### src/hdl/party_line_pkg.sv
// Purpose: Shared constants and carriers for the party-line I/O block.
// Assumes: 100 MHz sys_clk, byte addresses on the register bus.
// Notes: Timing counts are derived from the printed times and rates.
package party_line_pkg;

    // ------------------------------------------------------------
    // Timing
    // ------------------------------------------------------------
    localparam int CLK_HZ = 100_000_000;
    localparam int CLK_NS = 10;
    localparam int OUT_INSTR_NS = 1330;
    localparam int IN_INSTR_NS = 1600;
    localparam int OUT_CYC = (OUT_INSTR_NS + CLK_NS - 1) / CLK_NS;
    localparam int IN_CYC = (IN_INSTR_NS + CLK_NS - 1) / CLK_NS;
    localparam int DMP_IN_WPS = 412_000;
    localparam int DMP_OUT_WPS = 375_000;
    localparam int EXT_WPS = 625_000;
    localparam logic [8:0] DMP_IN_GAP = 9'((CLK_HZ + DMP_IN_WPS - 1) / DMP_IN_WPS);
    localparam logic [8:0] DMP_OUT_GAP = 9'((CLK_HZ + DMP_OUT_WPS - 1) / DMP_OUT_WPS);
    localparam logic [8:0] EXT_GAP = 9'((CLK_HZ + EXT_WPS - 1) / EXT_WPS);

    // ------------------------------------------------------------
    // Register map (byte addresses)
    // ------------------------------------------------------------
    localparam logic [11:0] ADDR_IO_CMD = 12'h000;
    localparam logic [11:0] ADDR_IO_STAT = 12'h004;
    localparam logic [11:0] ADDR_CONN_W_LO = 12'h010;
    localparam logic [11:0] ADDR_CONN_W_HI = 12'h014;
    localparam logic [11:0] ADDR_CONN_E_LO = 12'h018;
    localparam logic [11:0] ADDR_CONN_E_HI = 12'h01c;
    localparam logic [5:0] GR_PAGE = 6'h01;
    localparam logic [3:0] CH_PAGE = 4'h1;
    localparam logic [2:0] CH_ADDR = 3'h0;
    localparam logic [2:0] CH_COUNT = 3'h1;
    localparam logic [2:0] CH_CTRL = 3'h2;
    localparam logic [2:0] CH_NADDR = 3'h3;
    localparam logic [2:0] CH_NCOUNT = 3'h4;

    // Command word fields
    localparam int CMD_DEV_LSB = 0;
    localparam int CMD_GRP_LSB = 6;
    localparam int CMD_KIND_LSB = 8;
    localparam int CMD_REG_LSB = 10;

    // Channel control fields
    localparam int CTL_DEV_LSB = 0;
    localparam int CTL_GRP_LSB = 6;
    localparam int CTL_DIR_IN = 8;
    localparam int CTL_ENABLE = 9;
    localparam int CTL_CHAIN = 10;
    localparam logic [10:0] CTL_RESET = 11'h000;

    typedef enum logic [1:0] {
        KIND_STATUS_IN = 2'h0,
        KIND_DATA_IN = 2'h1,
        KIND_CMD_OUT = 2'h2,
        KIND_DATA_OUT = 2'h3
    } io_kind_t;

    typedef struct packed {
        logic strobe;
        io_kind_t kind;
        logic [1:0] group;
        logic [5:0] dev;
        logic [15:0] data;
    } io_bus_t;

    typedef struct packed {
        logic req;
        logic we;
        logic [15:0] addr;
        logic [15:0] wdata;
    } mem_req_t;

endpackage : party_line_pkg

### src/hdl/dmp_channel.sv
// Purpose: One direct memory processor channel with address, count and chain.
// Assumes: step is a one-cycle pulse after each word moved.
// Notes: A chained block is armed by writing the next count.
module dmp_channel
    import party_line_pkg::*;
(
    input wire logic sys_clk,
    input wire logic srst,
    input wire logic wr,
    input wire logic [2:0] wr_field,
    input wire logic [15:0] wr_data,
    input wire logic step,
    output logic [15:0] addr,
    output logic [15:0] count,
    output logic [10:0] ctrl,
    output logic chain_armed,
    output logic block_end
);

    typedef struct packed {
        logic [15:0] addr;
        logic [15:0] count;
        logic [10:0] ctrl;
        logic [15:0] naddr;
        logic [15:0] ncount;
        logic nvalid;
        logic block_end;
    } ch_state_t;

    ch_state_t ch_reg;
    ch_state_t ch_next;

    always_comb begin
        ch_next = ch_reg;
        ch_next.block_end = 1'b0;
        if (step) begin
            ch_next.addr = ch_reg.addr + 16'h0001;
            ch_next.count = ch_reg.count - 16'h0001;
            if (ch_reg.count == 16'h0001) begin
                ch_next.block_end = 1'b1;
                if (ch_reg.ctrl[CTL_CHAIN] && ch_reg.nvalid) begin
                    ch_next.addr = ch_reg.naddr;
                    ch_next.count = ch_reg.ncount;
                    ch_next.nvalid = 1'b0;
                end
            end
        end
        if (wr) begin
            unique case (wr_field)
                CH_ADDR: ch_next.addr = wr_data;
                CH_COUNT: ch_next.count = wr_data;
                CH_CTRL: ch_next.ctrl = wr_data[10:0];
                CH_NADDR: ch_next.naddr = wr_data;
                CH_NCOUNT: begin
                    ch_next.ncount = wr_data;
                    ch_next.nvalid = wr_data != 16'h0000;
                end
                default: ch_next.ctrl = ch_reg.ctrl;
            endcase
        end
    end

    always_ff @(posedge sys_clk) begin
        if (srst) begin
            ch_reg <= '{ctrl: CTL_RESET, default: '0};
        end else begin
            ch_reg <= ch_next;
        end
    end

    assign addr = ch_reg.addr;
    assign count = ch_reg.count;
    assign ctrl = ch_reg.ctrl;
    assign chain_armed = ch_reg.nvalid;
    assign block_end = ch_reg.block_end;
endmodule : dmp_channel

### src/hdl/fixed_prio_pick.sv
// Purpose: Picks the lowest-numbered requester.
// Assumes: Requests are levels sampled by the caller.
// Notes: Purely combinational.
module fixed_prio_pick
    import party_line_pkg::*;
#(
    parameter int N = 8
) (
    input wire logic [N-1:0] req,
    output logic any,
    output logic [$clog2(N)-1:0] idx
);

    always_comb begin
        any = |req;
        idx = '0;
        for (int i = N - 1; i >= 0; i--) begin
            if (req[i]) begin
                idx = ($clog2(N))'(i);
            end
        end
    end

endmodule : fixed_prio_pick

### src/hdl/party_line_io.sv
// Purpose: Party-line I/O bus master with eight cycle-stealing DMA channels.
// Assumes: Avalon-MM slave with byte addresses; peripherals synchronous to sys_clk.
// Notes: A write to the command register stalls until the instruction ends.
// How it works
// - Bus moves a word between any of 64 devices and 15 general registers.
// - Transfers are paced by device interrupt or by polling device status.
// - Command word holds device, register, direction and information kind.
// - Output instruction takes 1.33 us, input 1.6 us; next may follow at once.
// - Four kinds, status in, data in, command out, data out, for groups A-D.
// - Eight multiplexed channels each move a block between memory and a device.
// - A channel chains into a further block without software help.
// - Channel words share the bus and beat program-controlled transfers.
// - Each requested channel word steals one memory cycle from the processor.
// - Each channel holds a 16-bit next address and a 16-bit remaining count.
// - Channel words are spaced to 412K words/s in and 375K words/s out.
// - External engine uses own memory port, 625K words/s, and the same bus.
// - Software picks which of 64 devices drive each party-line level.
module party_line_io
    import party_line_pkg::*;
#(
    parameter int NCH = 8
) (
    input wire logic sys_clk,
    input wire logic srst,
    input wire logic [11:0] avs_address,
    input wire logic avs_read,
    input wire logic avs_write,
    input wire logic [31:0] avs_writedata,
    output logic [31:0] avs_readdata,
    output logic avs_waitrequest,
    output io_bus_t io_out,
    input wire logic [15:0] io_din,
    input wire logic [63:0] pl_word_req,
    input wire logic [63:0] pl_end_req,
    output logic irq_word,
    output logic irq_end,
    output logic [63:0] conn_word,
    output logic [63:0] conn_end,
    input wire logic [NCH-1:0] dmp_word_req,
    output logic [NCH-1:0] dmp_block_end,
    output mem_req_t mem,
    input wire logic [15:0] mem_rdata,
    input wire logic mem_ack,
    output logic cpu_steal,
    input wire logic ext_req,
    input wire io_bus_t ext_bus,
    output logic ext_gnt
);

    localparam int SW = $clog2(NCH);

    typedef enum logic [4:0] {
        S_IDLE = 5'h01,
        S_PROG = 5'h02,
        S_DMP_BUS = 5'h04,
        S_DMP_MEM = 5'h08,
        S_EXT = 5'h10
    } fsm_t;

    typedef struct packed {
        fsm_t st;
        logic [7:0] timer;
        logic [8:0] gap;
        logic [15:0][15:0] gr;
        logic [63:0] conn_w;
        logic [63:0] conn_e;
        io_bus_t io;
        mem_req_t mem;
        logic cmd_pend;
        logic [13:0] cmd;
        logic resp;
        logic [31:0] rdata;
        logic [15:0] last_din;
        logic [SW-1:0] sel;
        logic dir_in;
        logic [15:0] word;
        logic irq_w;
        logic irq_e;
        logic ext_gnt;
    } main_t;

    main_t q_reg;
    main_t q_next;

    logic [NCH-1:0][15:0] ch_addr;
    logic [NCH-1:0][15:0] ch_count;
    logic [NCH-1:0][10:0] ch_ctrl;
    logic [NCH-1:0] ch_armed;
    logic [NCH-1:0] ch_want;
    logic [NCH-1:0] ch_wr;
    logic [NCH-1:0] step;
    logic pick_any;
    logic [SW-1:0] pick_idx;
    logic [31:0] rd_word;
    logic bus_req;
    logic is_cmd;
    logic in_gr;
    logic in_ch;
    logic [SW-1:0] a_ch;
    logic cmd_is_in;

    // ------------------------------------------------------------
    // Channels and priority pick
    // ------------------------------------------------------------
    genvar gi;
    generate
        for (gi = 0; gi < NCH; gi++) begin : g_ch
            dmp_channel u_ch (
                .sys_clk(sys_clk),
                .srst(srst),
                .wr(ch_wr[gi]),
                .wr_field(avs_address[4:2]),
                .wr_data(avs_writedata[15:0]),
                .step(step[gi]),
                .addr(ch_addr[gi]),
                .count(ch_count[gi]),
                .ctrl(ch_ctrl[gi]),
                .chain_armed(ch_armed[gi]),
                .block_end(dmp_block_end[gi])
            );
            assign ch_want[gi] = ch_ctrl[gi][CTL_ENABLE] && ch_count[gi] != 16'h0000
                && dmp_word_req[gi];
            assign ch_wr[gi] = bus_req && q_reg.resp && avs_write && in_ch
                && a_ch == SW'(gi);
        end
    endgenerate

    fixed_prio_pick #(.N(NCH)) u_pick (
        .req(ch_want),
        .any(pick_any),
        .idx(pick_idx)
    );

    // ------------------------------------------------------------
    // Address decode and read mux
    // ------------------------------------------------------------
    assign bus_req = avs_read || avs_write;
    assign is_cmd = avs_address == ADDR_IO_CMD;
    assign in_gr = avs_address[11:6] == GR_PAGE;
    assign in_ch = avs_address[11:8] == CH_PAGE && {1'b0, avs_address[7:5]} < 4'(NCH);
    assign a_ch = avs_address[5+:SW];
    assign cmd_is_in = !q_reg.cmd[CMD_KIND_LSB+1];

    always_comb begin
        rd_word = 32'h0000_0000;
        if (is_cmd) begin
            rd_word = {18'h00000, q_reg.cmd};
        end else if (avs_address == ADDR_IO_STAT) begin
            rd_word = {q_reg.cmd_pend, 10'h000, q_reg.st, q_reg.last_din};
        end else if (avs_address == ADDR_CONN_W_LO) begin
            rd_word = q_reg.conn_w[31:0];
        end else if (avs_address == ADDR_CONN_W_HI) begin
            rd_word = q_reg.conn_w[63:32];
        end else if (avs_address == ADDR_CONN_E_LO) begin
            rd_word = q_reg.conn_e[31:0];
        end else if (avs_address == ADDR_CONN_E_HI) begin
            rd_word = q_reg.conn_e[63:32];
        end else if (in_gr) begin
            rd_word = {16'h0000, q_reg.gr[avs_address[5:2]]};
        end else if (in_ch) begin
            unique case (avs_address[4:2])
                CH_ADDR: rd_word = {16'h0000, ch_addr[a_ch]};
                CH_COUNT: rd_word = {16'h0000, ch_count[a_ch]};
                CH_CTRL: rd_word = {ch_armed[a_ch], 20'h00000, ch_ctrl[a_ch]};
                default: rd_word = 32'h0000_0000;
            endcase
        end
    end

    // ------------------------------------------------------------
    // Next state
    // ------------------------------------------------------------
    always_comb begin
        q_next = q_reg;
        step = '0;
        q_next.resp = 1'b0;
        q_next.io.strobe = 1'b0;
        q_next.ext_gnt = 1'b0;
        if (q_reg.gap != 9'h000) begin
            q_next.gap = q_reg.gap - 9'h001;
        end
        q_next.irq_w = |(pl_word_req & q_reg.conn_w);
        q_next.irq_e = |(pl_end_req & q_reg.conn_e);

        if (bus_req && !q_reg.resp) begin
            q_next.rdata = rd_word;
            if (is_cmd && avs_write) begin
                if (!q_reg.cmd_pend) begin
                    q_next.cmd = avs_writedata[13:0];
                    q_next.cmd_pend = 1'b1;
                end
            end else begin
                q_next.resp = 1'b1;
            end
        end
        if (bus_req && q_reg.resp && avs_write) begin
            if (avs_address == ADDR_CONN_W_LO) q_next.conn_w[31:0] = avs_writedata;
            if (avs_address == ADDR_CONN_W_HI) q_next.conn_w[63:32] = avs_writedata;
            if (avs_address == ADDR_CONN_E_LO) q_next.conn_e[31:0] = avs_writedata;
            if (avs_address == ADDR_CONN_E_HI) q_next.conn_e[63:32] = avs_writedata;
            if (in_gr && avs_address[5:2] != 4'h0) begin
                q_next.gr[avs_address[5:2]] = avs_writedata[15:0];
            end
        end

        unique case (q_reg.st)
            S_IDLE: begin
                if (pick_any && q_reg.gap == 9'h000) begin
                    q_next.sel = pick_idx;
                    q_next.dir_in = ch_ctrl[pick_idx][CTL_DIR_IN];
                    q_next.io.dev = ch_ctrl[pick_idx][CTL_DEV_LSB+:6];
                    q_next.io.group = ch_ctrl[pick_idx][CTL_GRP_LSB+:2];
                    if (ch_ctrl[pick_idx][CTL_DIR_IN]) begin
                        q_next.io.kind = KIND_DATA_IN;
                        q_next.io.strobe = 1'b1;
                        q_next.st = S_DMP_BUS;
                    end else begin
                        q_next.mem = '{req: 1'b1, we: 1'b0, addr: ch_addr[pick_idx],
                            wdata: 16'h0000};
                        q_next.st = S_DMP_MEM;
                    end
                end else if (ext_req && q_reg.gap == 9'h000) begin
                    q_next.ext_gnt = 1'b1;
                    q_next.st = S_EXT;
                end else if (q_reg.cmd_pend) begin
                    q_next.io.dev = q_reg.cmd[CMD_DEV_LSB+:6];
                    q_next.io.group = q_reg.cmd[CMD_GRP_LSB+:2];
                    q_next.io.kind = io_kind_t'(q_reg.cmd[CMD_KIND_LSB+:2]);
                    q_next.io.data = q_reg.gr[q_reg.cmd[CMD_REG_LSB+:4]];
                    q_next.io.strobe = 1'b1;
                    q_next.timer = cmd_is_in ? 8'(IN_CYC - 1) : 8'(OUT_CYC - 1);
                    q_next.st = S_PROG;
                end
            end
            S_PROG: begin
                q_next.timer = q_reg.timer - 8'h01;
                if (q_reg.timer == 8'h00) begin
                    if (cmd_is_in) begin
                        q_next.last_din = io_din;
                        if (q_reg.cmd[CMD_REG_LSB+:4] != 4'h0) begin
                            q_next.gr[q_reg.cmd[CMD_REG_LSB+:4]] = io_din;
                        end
                    end
                    q_next.cmd_pend = 1'b0;
                    q_next.resp = 1'b1;
                    q_next.st = S_IDLE;
                end
            end
            S_DMP_BUS: begin
                if (q_reg.dir_in) begin
                    q_next.word = io_din;
                    q_next.mem = '{req: 1'b1, we: 1'b1, addr: ch_addr[q_reg.sel],
                        wdata: io_din};
                    q_next.st = S_DMP_MEM;
                end else begin
                    step[q_reg.sel] = 1'b1;
                    q_next.gap = DMP_OUT_GAP - 9'h001;
                    q_next.st = S_IDLE;
                end
            end
            S_DMP_MEM: begin
                if (mem_ack) begin
                    q_next.mem.req = 1'b0;
                    if (q_reg.dir_in) begin
                        step[q_reg.sel] = 1'b1;
                        q_next.gap = DMP_IN_GAP - 9'h001;
                        q_next.st = S_IDLE;
                    end else begin
                        q_next.word = mem_rdata;
                        q_next.io.kind = KIND_DATA_OUT;
                        q_next.io.data = mem_rdata;
                        q_next.io.strobe = 1'b1;
                        q_next.st = S_DMP_BUS;
                    end
                end
            end
            S_EXT: begin
                q_next.io = ext_bus;
                q_next.gap = EXT_GAP - 9'h001;
                q_next.st = S_IDLE;
            end
            default: q_next.st = S_IDLE;
        endcase
    end

    always_ff @(posedge sys_clk) begin
        if (srst) begin
            q_reg <= '{st: S_IDLE, io: '{kind: KIND_STATUS_IN, default: '0}, default: '0};
        end else begin
            q_reg <= q_next;
        end
    end

    // ------------------------------------------------------------
    // Outputs
    // ------------------------------------------------------------
    assign avs_waitrequest = bus_req && !q_reg.resp;
    assign avs_readdata = q_reg.rdata;
    assign io_out = q_reg.io;
    assign irq_word = q_reg.irq_w;
    assign irq_end = q_reg.irq_e;
    assign conn_word = q_reg.conn_w;
    assign conn_end = q_reg.conn_e;
    assign mem = q_reg.mem;
    assign cpu_steal = q_reg.mem.req;
    assign ext_gnt = q_reg.ext_gnt;
endmodule : party_line_io

### config.mk
export PLATFORM = sky130hd
export DESIGN_NAME = party_line_io
export DESIGN_NICKNAME = d
export VERILOG_FILES = /design/src/hdl/party_line_pkg.sv /design/src/hdl/dmp_channel.sv /design/src/hdl/fixed_prio_pick.sv /design/src/hdl/party_line_io.sv
export SDC_FILE = /design/constraint.sdc
export NUM_CORES = 2
export LEC_CHECK = 0
export ABC_AREA = 1
export BUFFER_PORTS_ARGS = -buffer_cell sky130_fd_sc_hd__buf_2
export CELL_PAD_IN_SITES_DETAIL_PLACEMENT = 1
export CELL_PAD_IN_SITES_GLOBAL_PLACEMENT = 1
export CORE_MARGIN = 5
export CORE_UTILIZATION = 47
export DETAILED_ROUTE_END_ITERATION = 8
export GPL_TIMING_DRIVEN = 1
export HOLD_SLACK_MARGIN = 0.02
export PLACE_DENSITY_LB_ADDON = 0.1
export SYNTH_ARGS = -nofsm -noshare
export SYNTH_HDL_FRONTEND = slang
export SYNTH_HIERARCHICAL = 1
export SYNTH_SLANG_ARGS = --single-unit
### constraint.sdc
create_clock -name sys_clk -period 6.1 [get_ports sys_clk]
set_input_delay 0.915 -clock sys_clk [delete_from_list [all_inputs] [get_ports sys_clk]]
set_output_delay 0.915 -clock sys_clk [all_outputs]
set_load 0.02 [all_outputs]
[Word level (Yosys, flattened, before mapping)]
Index checks and enable logic that the tools add are counted.
Word-level totals
  flip-flop bits (word level): 1154
  RAM bits: 0
  logic and storage cells: 495
  memory bits (read-only): 0
  bits in latches: 0
  memories: 0
Cells by class
  $lt $le $gt $ge: 8
  reduce and logical (&&, ||, !) cells: 117
  multiplexer cells: 197
  eq/ne operators: 44
  bitwise operators: 13
  shifts and indexed selects: 0
  div/mod/pow operators: 0
  multiply operators: 0
  add/subtract/negate cells: 18
Operators with widths (number)
  256-bit two-way mux: 5
  32-bit two-way mux: 36
  76-bit two-way mux: 8
  16-bit two-way mux: 34
  256-bit bitwise mux: 2
  384-bit two-way mux: 1
  16-bit binary-select mux with 3-bit select: 4
  17-bit two-way mux: 9
  16-bit nonzero test: 9
  16-bit by 1-bit adder with 16-bit output (second input constant): 8
  64-bit AND: 2
  16-bit binary-select mux with 4-bit select: 2
  16-bit demux with 4-bit select: 2
  16-bit by 1-bit == test with 1-bit output (second input constant): 8
  64-bit OR reduction: 2
  16-bit by 1-bit subtractor with 16-bit output (second input constant): 8
  11-bit two-way mux: 10
  34-bit two-way mux: 3
  32-bit case mux with 3 select lines: 1
  11-bit binary-select mux with 3-bit select: 2
  33-bit case mux with 2 select lines: 1
  2-bit AND reduction: 29
  27-bit two-way mux: 2
  12-bit by 5-bit == test with 1-bit output (second input constant): 4
  other kinds (58): 205

[Longest topological paths before layout]
  word-level depth: 16
  gate-level depth with buffers: 22

[By module]
The synthesis kept the hierarchy.
Modules (own cells, without submodules)
  party_line_io: area an instance 36651.4 sq um, times used 1, cells an instance 6038
  dmp_channel at g_ch[0].u_ch ...: area an instance 4546.9 sq um, times used 5, cells an instance 681
  dmp_channel at g_ch[1].u_ch ...: area an instance 4518.1 sq um, times used 2, cells an instance 681
  dmp_channel at g_ch[6].u_ch: area an instance 4548.1 sq um, times used 1, cells an instance 682
  fixed_prio_pick: area an instance 98.8 sq um, times used 1, cells an instance 22

[Worst setup path before layout]
No wires, ideal clock.
  kind: input port to flip-flop
  start: input port dmp_word_req[4]
  end: register q_reg (netlist bit mem[20])
  buffers on the path: 3
  stages: 14
  setup slack: 3.123 ns
  setup time: 0.136 ns
  arrival: 2.841 ns
  cell sequence: nand2_1 -> a41oi_1 -> inv_1 -> nand2_1 -> nand2_1 -> nand2_1 -> a21oi_1 -> inv_1 -> clkbuf_1 -> clkbuf_1 -> clkbuf_1 -> a21oi_1 -> o311ai_0 -> a31oi_1
On the way
  cells in the longest elaborated chain, start to end: 11
  elaborated cells on any way between the ends: 18
  classes of those cells: eq/ne: 2; mux: 12; reduce/logical: 4
RTL lines
  start: declaration: RTL line party_line_io.sv:39  | input wire logic [NCH-1:0] dmp_word_req,
  1-bit logical AND (*): RTL line party_line_io.sv:122  | && dmp_word_req[gi];
  via ch_want[4]: RTL line party_line_io.sv:89  | logic [NCH-1:0] ch_want;
  3-bit two-way mux (*) (5 in a row): RTL line fixed_prio_pick.sv:18  | if (req[i]) begin
  via pick_idx[0]: RTL line party_line_io.sv:93  | logic [SW-1:0] pick_idx;
  16-bit binary-select mux with 3-bit select: RTL line party_line_io.sv:218  | q_next.mem = '{req: 1'b1, we: 1'b0, addr: ch_addr[pick_idx],
  16-bit two-way mux (not written as such): RTL line party_line_io.sv:218
  34-bit two-way mux: RTL line party_line_io.sv:213  | if (ch_ctrl[pick_idx][CTL_DIR_IN]) begin
  34-bit two-way mux: RTL line party_line_io.sv:208  | if (pick_any && q_reg.gap == 9'h000) begin
  33-bit case mux with 2 select lines: RTL line party_line_io.sv:206  | unique case (q_reg.st)
  end signal: assignment: RTL line party_line_io.sv:290  | q_reg <= q_next;
  end: declaration: RTL line party_line_io.sv:82  | main_t q_reg;
The timed path passes the listed nets; every way through them passes the cells marked *. The select of a mux whose other input is x is not followed.
A chain may end at the register's enable or synchronous reset.

[Final worst setup path]
  start: register g_ch[5].u_ch.ch_reg (netlist bit g_ch[5].u_ch/count[0])
  end: register q_reg (netlist bit mem[18])
On the way
  cells in the longest elaborated chain, start to end: 14
  elaborated cells on any way between the ends: 21
  classes of those cells: eq/ne: 2; mux: 13; reduce/logical: 6
RTL lines
  start: declaration: RTL line dmp_channel.sv:30  | ch_state_t ch_reg;
  start signal: assignment: RTL line dmp_channel.sv:67  | ch_reg <= ch_next;
  16-bit nonzero test (*): RTL line party_line_io.sv:121  | assign ch_want[gi] = ch_ctrl[gi][CTL_ENABLE] && ch_count[gi] != 16'h0000
  1-bit logical AND (*): RTL line party_line_io.sv:121
  1-bit logical AND (*): RTL line party_line_io.sv:122
  via ch_want[5]: RTL line party_line_io.sv:89
  3-bit two-way mux (*) (6 in a row): RTL line fixed_prio_pick.sv:18
  via pick_idx[0]: RTL line party_line_io.sv:93
  16-bit binary-select mux with 3-bit select: RTL line party_line_io.sv:218
  16-bit two-way mux (not written as such): RTL line party_line_io.sv:218
  34-bit two-way mux: RTL line party_line_io.sv:213
  34-bit two-way mux: RTL line party_line_io.sv:208
  33-bit case mux with 2 select lines: RTL line party_line_io.sv:206
Marks and branches as above.

==> flow_metrics.py <==
metrics = {
    "status": {
        "outcome": "complete, no violations",
    },
    "worst_hold_path": {
        "holdPathEnd": "io_out[12]$_SDFFE_PP0P_",
        "hold_path.startpoint": "ext_bus[12]",
        "hp-class": "in -> reg",
        "min_delay_path_depth": 3,
    },
    "place": {
        "numPortBuffers": 478,
        "place_worst_setup_slack_ns": 1.084,
        "dp.final_hpwl_mm": 267.9,
        "place.gp.congestion": 1.056,
    },
    "routing": {
        "drt-pass1-iter-count": 6,
        "drtAntennaViolNets": 0,
        "drc": 0,
        "drt_first_iter_violations": 8605,
        "post_drt_via_cell_ratio": 6.235,
        "wl_per_cell_um": 28.30,
        "dr_total_vias": 82732,
        "wirelength_mm": 375.4,
    },
    "sta": {
        "rsz0062_at_grt": "false",
        "finalHoldViolCount": 0,
        "fin_crit_ns": 4.809,
        "setup-violations-final": 0,
        "period_share_pct": 78.83,
        "max_freq_mhz": 208.0,
        "setup_tns_ns": 0,
        "final_critical_path_setup_slack_ns": 1.291,
        "timing.clock.skew_ns": 0.03164,
        "slew_viol_final": 0,
        "worst-slew-pin-transition_ns": 1.237,
        "timing.max_slew.rel_slack_pct": 17.44,
    },
    "yosys": {
        "synth-async-reset-ratio_pct": 0,
        "synthesis.nets": 11781,
        "post_synthesis_register_bit_count": 1154,
        "synth_enable_flop_cells": 0,
        "syn_area_per_cell_um2": 6.349,
        "synthFlopType": "dfxtp_1",
        "netlist_area_um2": 73070,
        "yosys_warnings": 6,
        "synth-seq-area-share_pct": 31.62,
        "post_synth_num_cell_types": 57,
        "post_synthesis_cells": 11509,
    },
    "worst_setup_path": {
        "critPathKind": "reg -> reg",
        "timing.critical_path.from_type": "register",
        "path_delay_family": "compound AO/OA/AOI/OAI gates",
        "cp_max_fo": 37,
        "cpPeakStageDelay_ns": 0.62,
        "r2r.worst_path.cells": 18,
        "end_kind": "register",
        "r2r_setup_slack_ns": 1.29,
        "critPathRequiredTime_ns": 6.79,
        "worst_ep_arrival_time_ns": 5.50,
        "timing.critical_path.slowest_stage_cell": "a41oi_1",
        "regToRegEndpoint": "mem[18]$_SDFFE_PP0P_",
        "worstPathCellList": "nor4_1 -> a41oi_1 -> inv_1 -> nand2_1 -> nand2_1 -> nand2_1 -> nand2_1 -> a21oi_4 -> clkinv_2 -> a21oi_1 -> o21ai_0 -> o21ai_0 -> nand2_1 -> nand3_2 -> nand2_4 -> inv_2 -> nand2_1 -> a31oi_1",
        "timing.critical_path.buf_inv": 3,
        "critical-path-top-cell-by-count": "nand2_1",
        "worstReg2RegStart": "g_ch[5].u_ch/count[0]$_SDFF_PP0_",
    },
    "cts": {
        "cts-buffers-inserted": 138,
        "tritoncts_clock_tree": "done",
        "clk-insertion-delay-late_ns": 0.80,
        "ctsHoldBuffers": 0,
        "clkSlewWorstSetupHoldPaths_ns": 0.06,
        "clock_path_buffers": 3,
        "cts_post_setup_buffers_inserted": 0,
        "cts_root_buffer": "clkbuf_16",
        "cts_num_sinks": 1154,
        "h-tree-depth": 4,
        "cts.repair.resized": 0,
    },
    "die": {
        "design.die.area_um2": 163500,
        "std_cell_rows": 144,
        "fp.coreArea_um2": 154400,
        "dieHeight_um": 404.3,
        "io_pins": 479,
        "initial_standard_cell_utilization_of_the_core_pct": 47.32,
        "die_width_um": 404.3,
    },
    "power_and_ir_drop": {
        "worst_ir_drop_vdd_uv": 278.3,
        "total_leakage_power_uw": 0.03153,
        "total_power_uw": 18210,
        "p_per_area_nw_per_um2": 235.5,
    },
    "layout": {
        "num-fill-cells": 20990,
        "finalNetCount": 11378,
        "drive_gt1_share_pct": 11.05,
        "layout-area-overhead-vs-synth_pct": 5.825,
        "largest_register_ffs": 314,
    },
    "global_route": {
        "grt_pass1_wl_mm": 537.7,
        "globalRoute.totalOverflow": 0,
        "grt_antenna_before_repair": 38,
        "first_global_vias": 80645,
        "pin_count_of_the_biggest_net_entering_global_routing": 190,
        "grt.total_usage_pct": 43.64,
    },
    "run": {
        "maxCapViolations": 0,
    },
}
## worst register-to-register path, delay by kind of cell, from the launching register on
kind                   cells  cell delay (ns)
AOI/OAI and AO/OA          6             1.83
buffers and inverters      3             1.27
and+or+nand+nor            9             1.13
DFF                        1             0.48
## layout make-up
| cell class | count | area (um^2) | area share, % |
|---|---|---|---|
| Multi-Input combinational cell | 7920 | 38370 | 49.62 |
| Sequential cell | 1154 | 23100 | 29.88 |
| Inverter | 1184 | 4459 | 5.767 |
| Timing Repair Buffer | 708 | 4209 | 5.443 |
| Clock buffer | 195 | 3994 | 5.165 |
| Tap cell | 2044 | 2557 | 3.307 |
| Clock inverter | 42 | 584.3 | 0.7557 |
| Antenna cell | 21 | 52.55 | 0.06796 |
## Yosys cell counts, types with 31 or more instances
master,number,area share (%)
a211oi_1,95,0.98
a21oi_1,1405,9.6
buf_1,39,0.20
buf_2,138,0.95
buf_4,583,6.0
buf_6,31,0.48
clkbuf_1,460,2.4
dfxtp_1,1154,32
inv_1,1126,5.8
inv_2,51,0.26
nand2_1,2382,12
nand3_1,560,3.8
nand3_2,94,1.3
nand3b_1,33,0.34
nand4_1,161,1.4
nor2_1,963,4.9
nor2_2,42,0.36
nor3_1,39,0.27
nor4_1,43,0.37
o211ai_1,40,0.41
o21ai_0,1593,11
o21ai_1,32,0.22
o22ai_1,90,0.77
xnor2_1,42,0.50
## layer usage
layer	GRT usage, %	vias to the layer above	wire length (um)
met4	33.43	12	34080
met1	53.15	40500	144400
li1	-	36660	-
met2	67.63	4265	162300
met3	9.088	1295	34520
met5	0	-	77
## kinds of logic (layout without fill, tap and decap cells)
logic type	count (synthesis)	after routing	share of synthesized area, %
and+or+nand+nor	4418	4418	26.42
AOI/OAI and AO/OA	3405	3405	24.60
buffers and inverters	2435	2129	16.07
DFF	1154	1154	31.62
xor gates and xnor gates	70	70	0.8391
adders and majority gates	27	27	0.4623
other	0	21	0
## placed cells by master (no fill, tap or decap), drive strengths merged, types with 29 or more instances in the layout
cell / synthesis / layout
nand2: 2409 / 2409
o21ai: 1626 / 1626
a21oi: 1414 / 1414
inv: 1179 / 1181
dfxtp: 1154 / 1154
nor2: 1033 / 1033
buf: 791 / 707
nand3: 654 / 654
clkbuf: 460 / 196
nand4: 162 / 162
a211oi: 95 / 95
o22ai: 90 / 90
nor3: 67 / 67
nor4: 46 / 46
xnor2: 42 / 42
o211ai: 40 / 40
nand3b: 33 / 33
clkinv: 5 / 29
## report_power, final
group	total [uW]	leakage (uW)	internal, uW	switching, uW
Clock	8660	0.00225	5060	3590
Sequential	7730	0.00929	7650	82.6
Combinational	1820	0.0200	443	1380
Total	18200	0.0315	13200	5050
## metrics by stage
| step | util [%] | cell area, um^2 | cells | hold slack, ns |
|---|---|---|---|---|
| floorplan | - | 73070 | 11509 | 0.4191 |
| global placement | 47.08 | 72690 | 13010 | 0.4282 |
| detailed placement | 47.08 | 72690 | 13010 | 0.4346 |
| CTS | 50.04 | 77270 | 13247 | 0.3881 |
| global route | 50.06 | 77300 | 13257 | 0.4093 |
| finish | 50.08 | 77330 | 13268 | 0.4140 |
## worst max path at each step
stage	start	endpoint	slack, ns	cells after the start
finish	g_ch[5].u_ch/count[0]$_SDFF_PP0_	mem[18]$_SDFFE_PP0P_	1.29	18
global route	g_ch[5].u_ch/count[0]$_SDFF_PP0_	mem[31]$_SDFFE_PP0P_	1.07	18
CTS	g_ch[5].u_ch/count[0]$_SDFF_PP0_	mem[18]$_SDFFE_PP0P_	1.45	18
detailed placement	dmp_word_req[5]	mem[18]$_SDFFE_PP0P_	1.08	19
global placement	dmp_word_req[5]	mem[18]$_SDFFE_PP0P_	1.12	19
floorplan	dmp_word_req[4]	mem[20]$_SDFFE_PP0P_	3.12	14
Note: power is estimated with default switching activity, not from simulation.
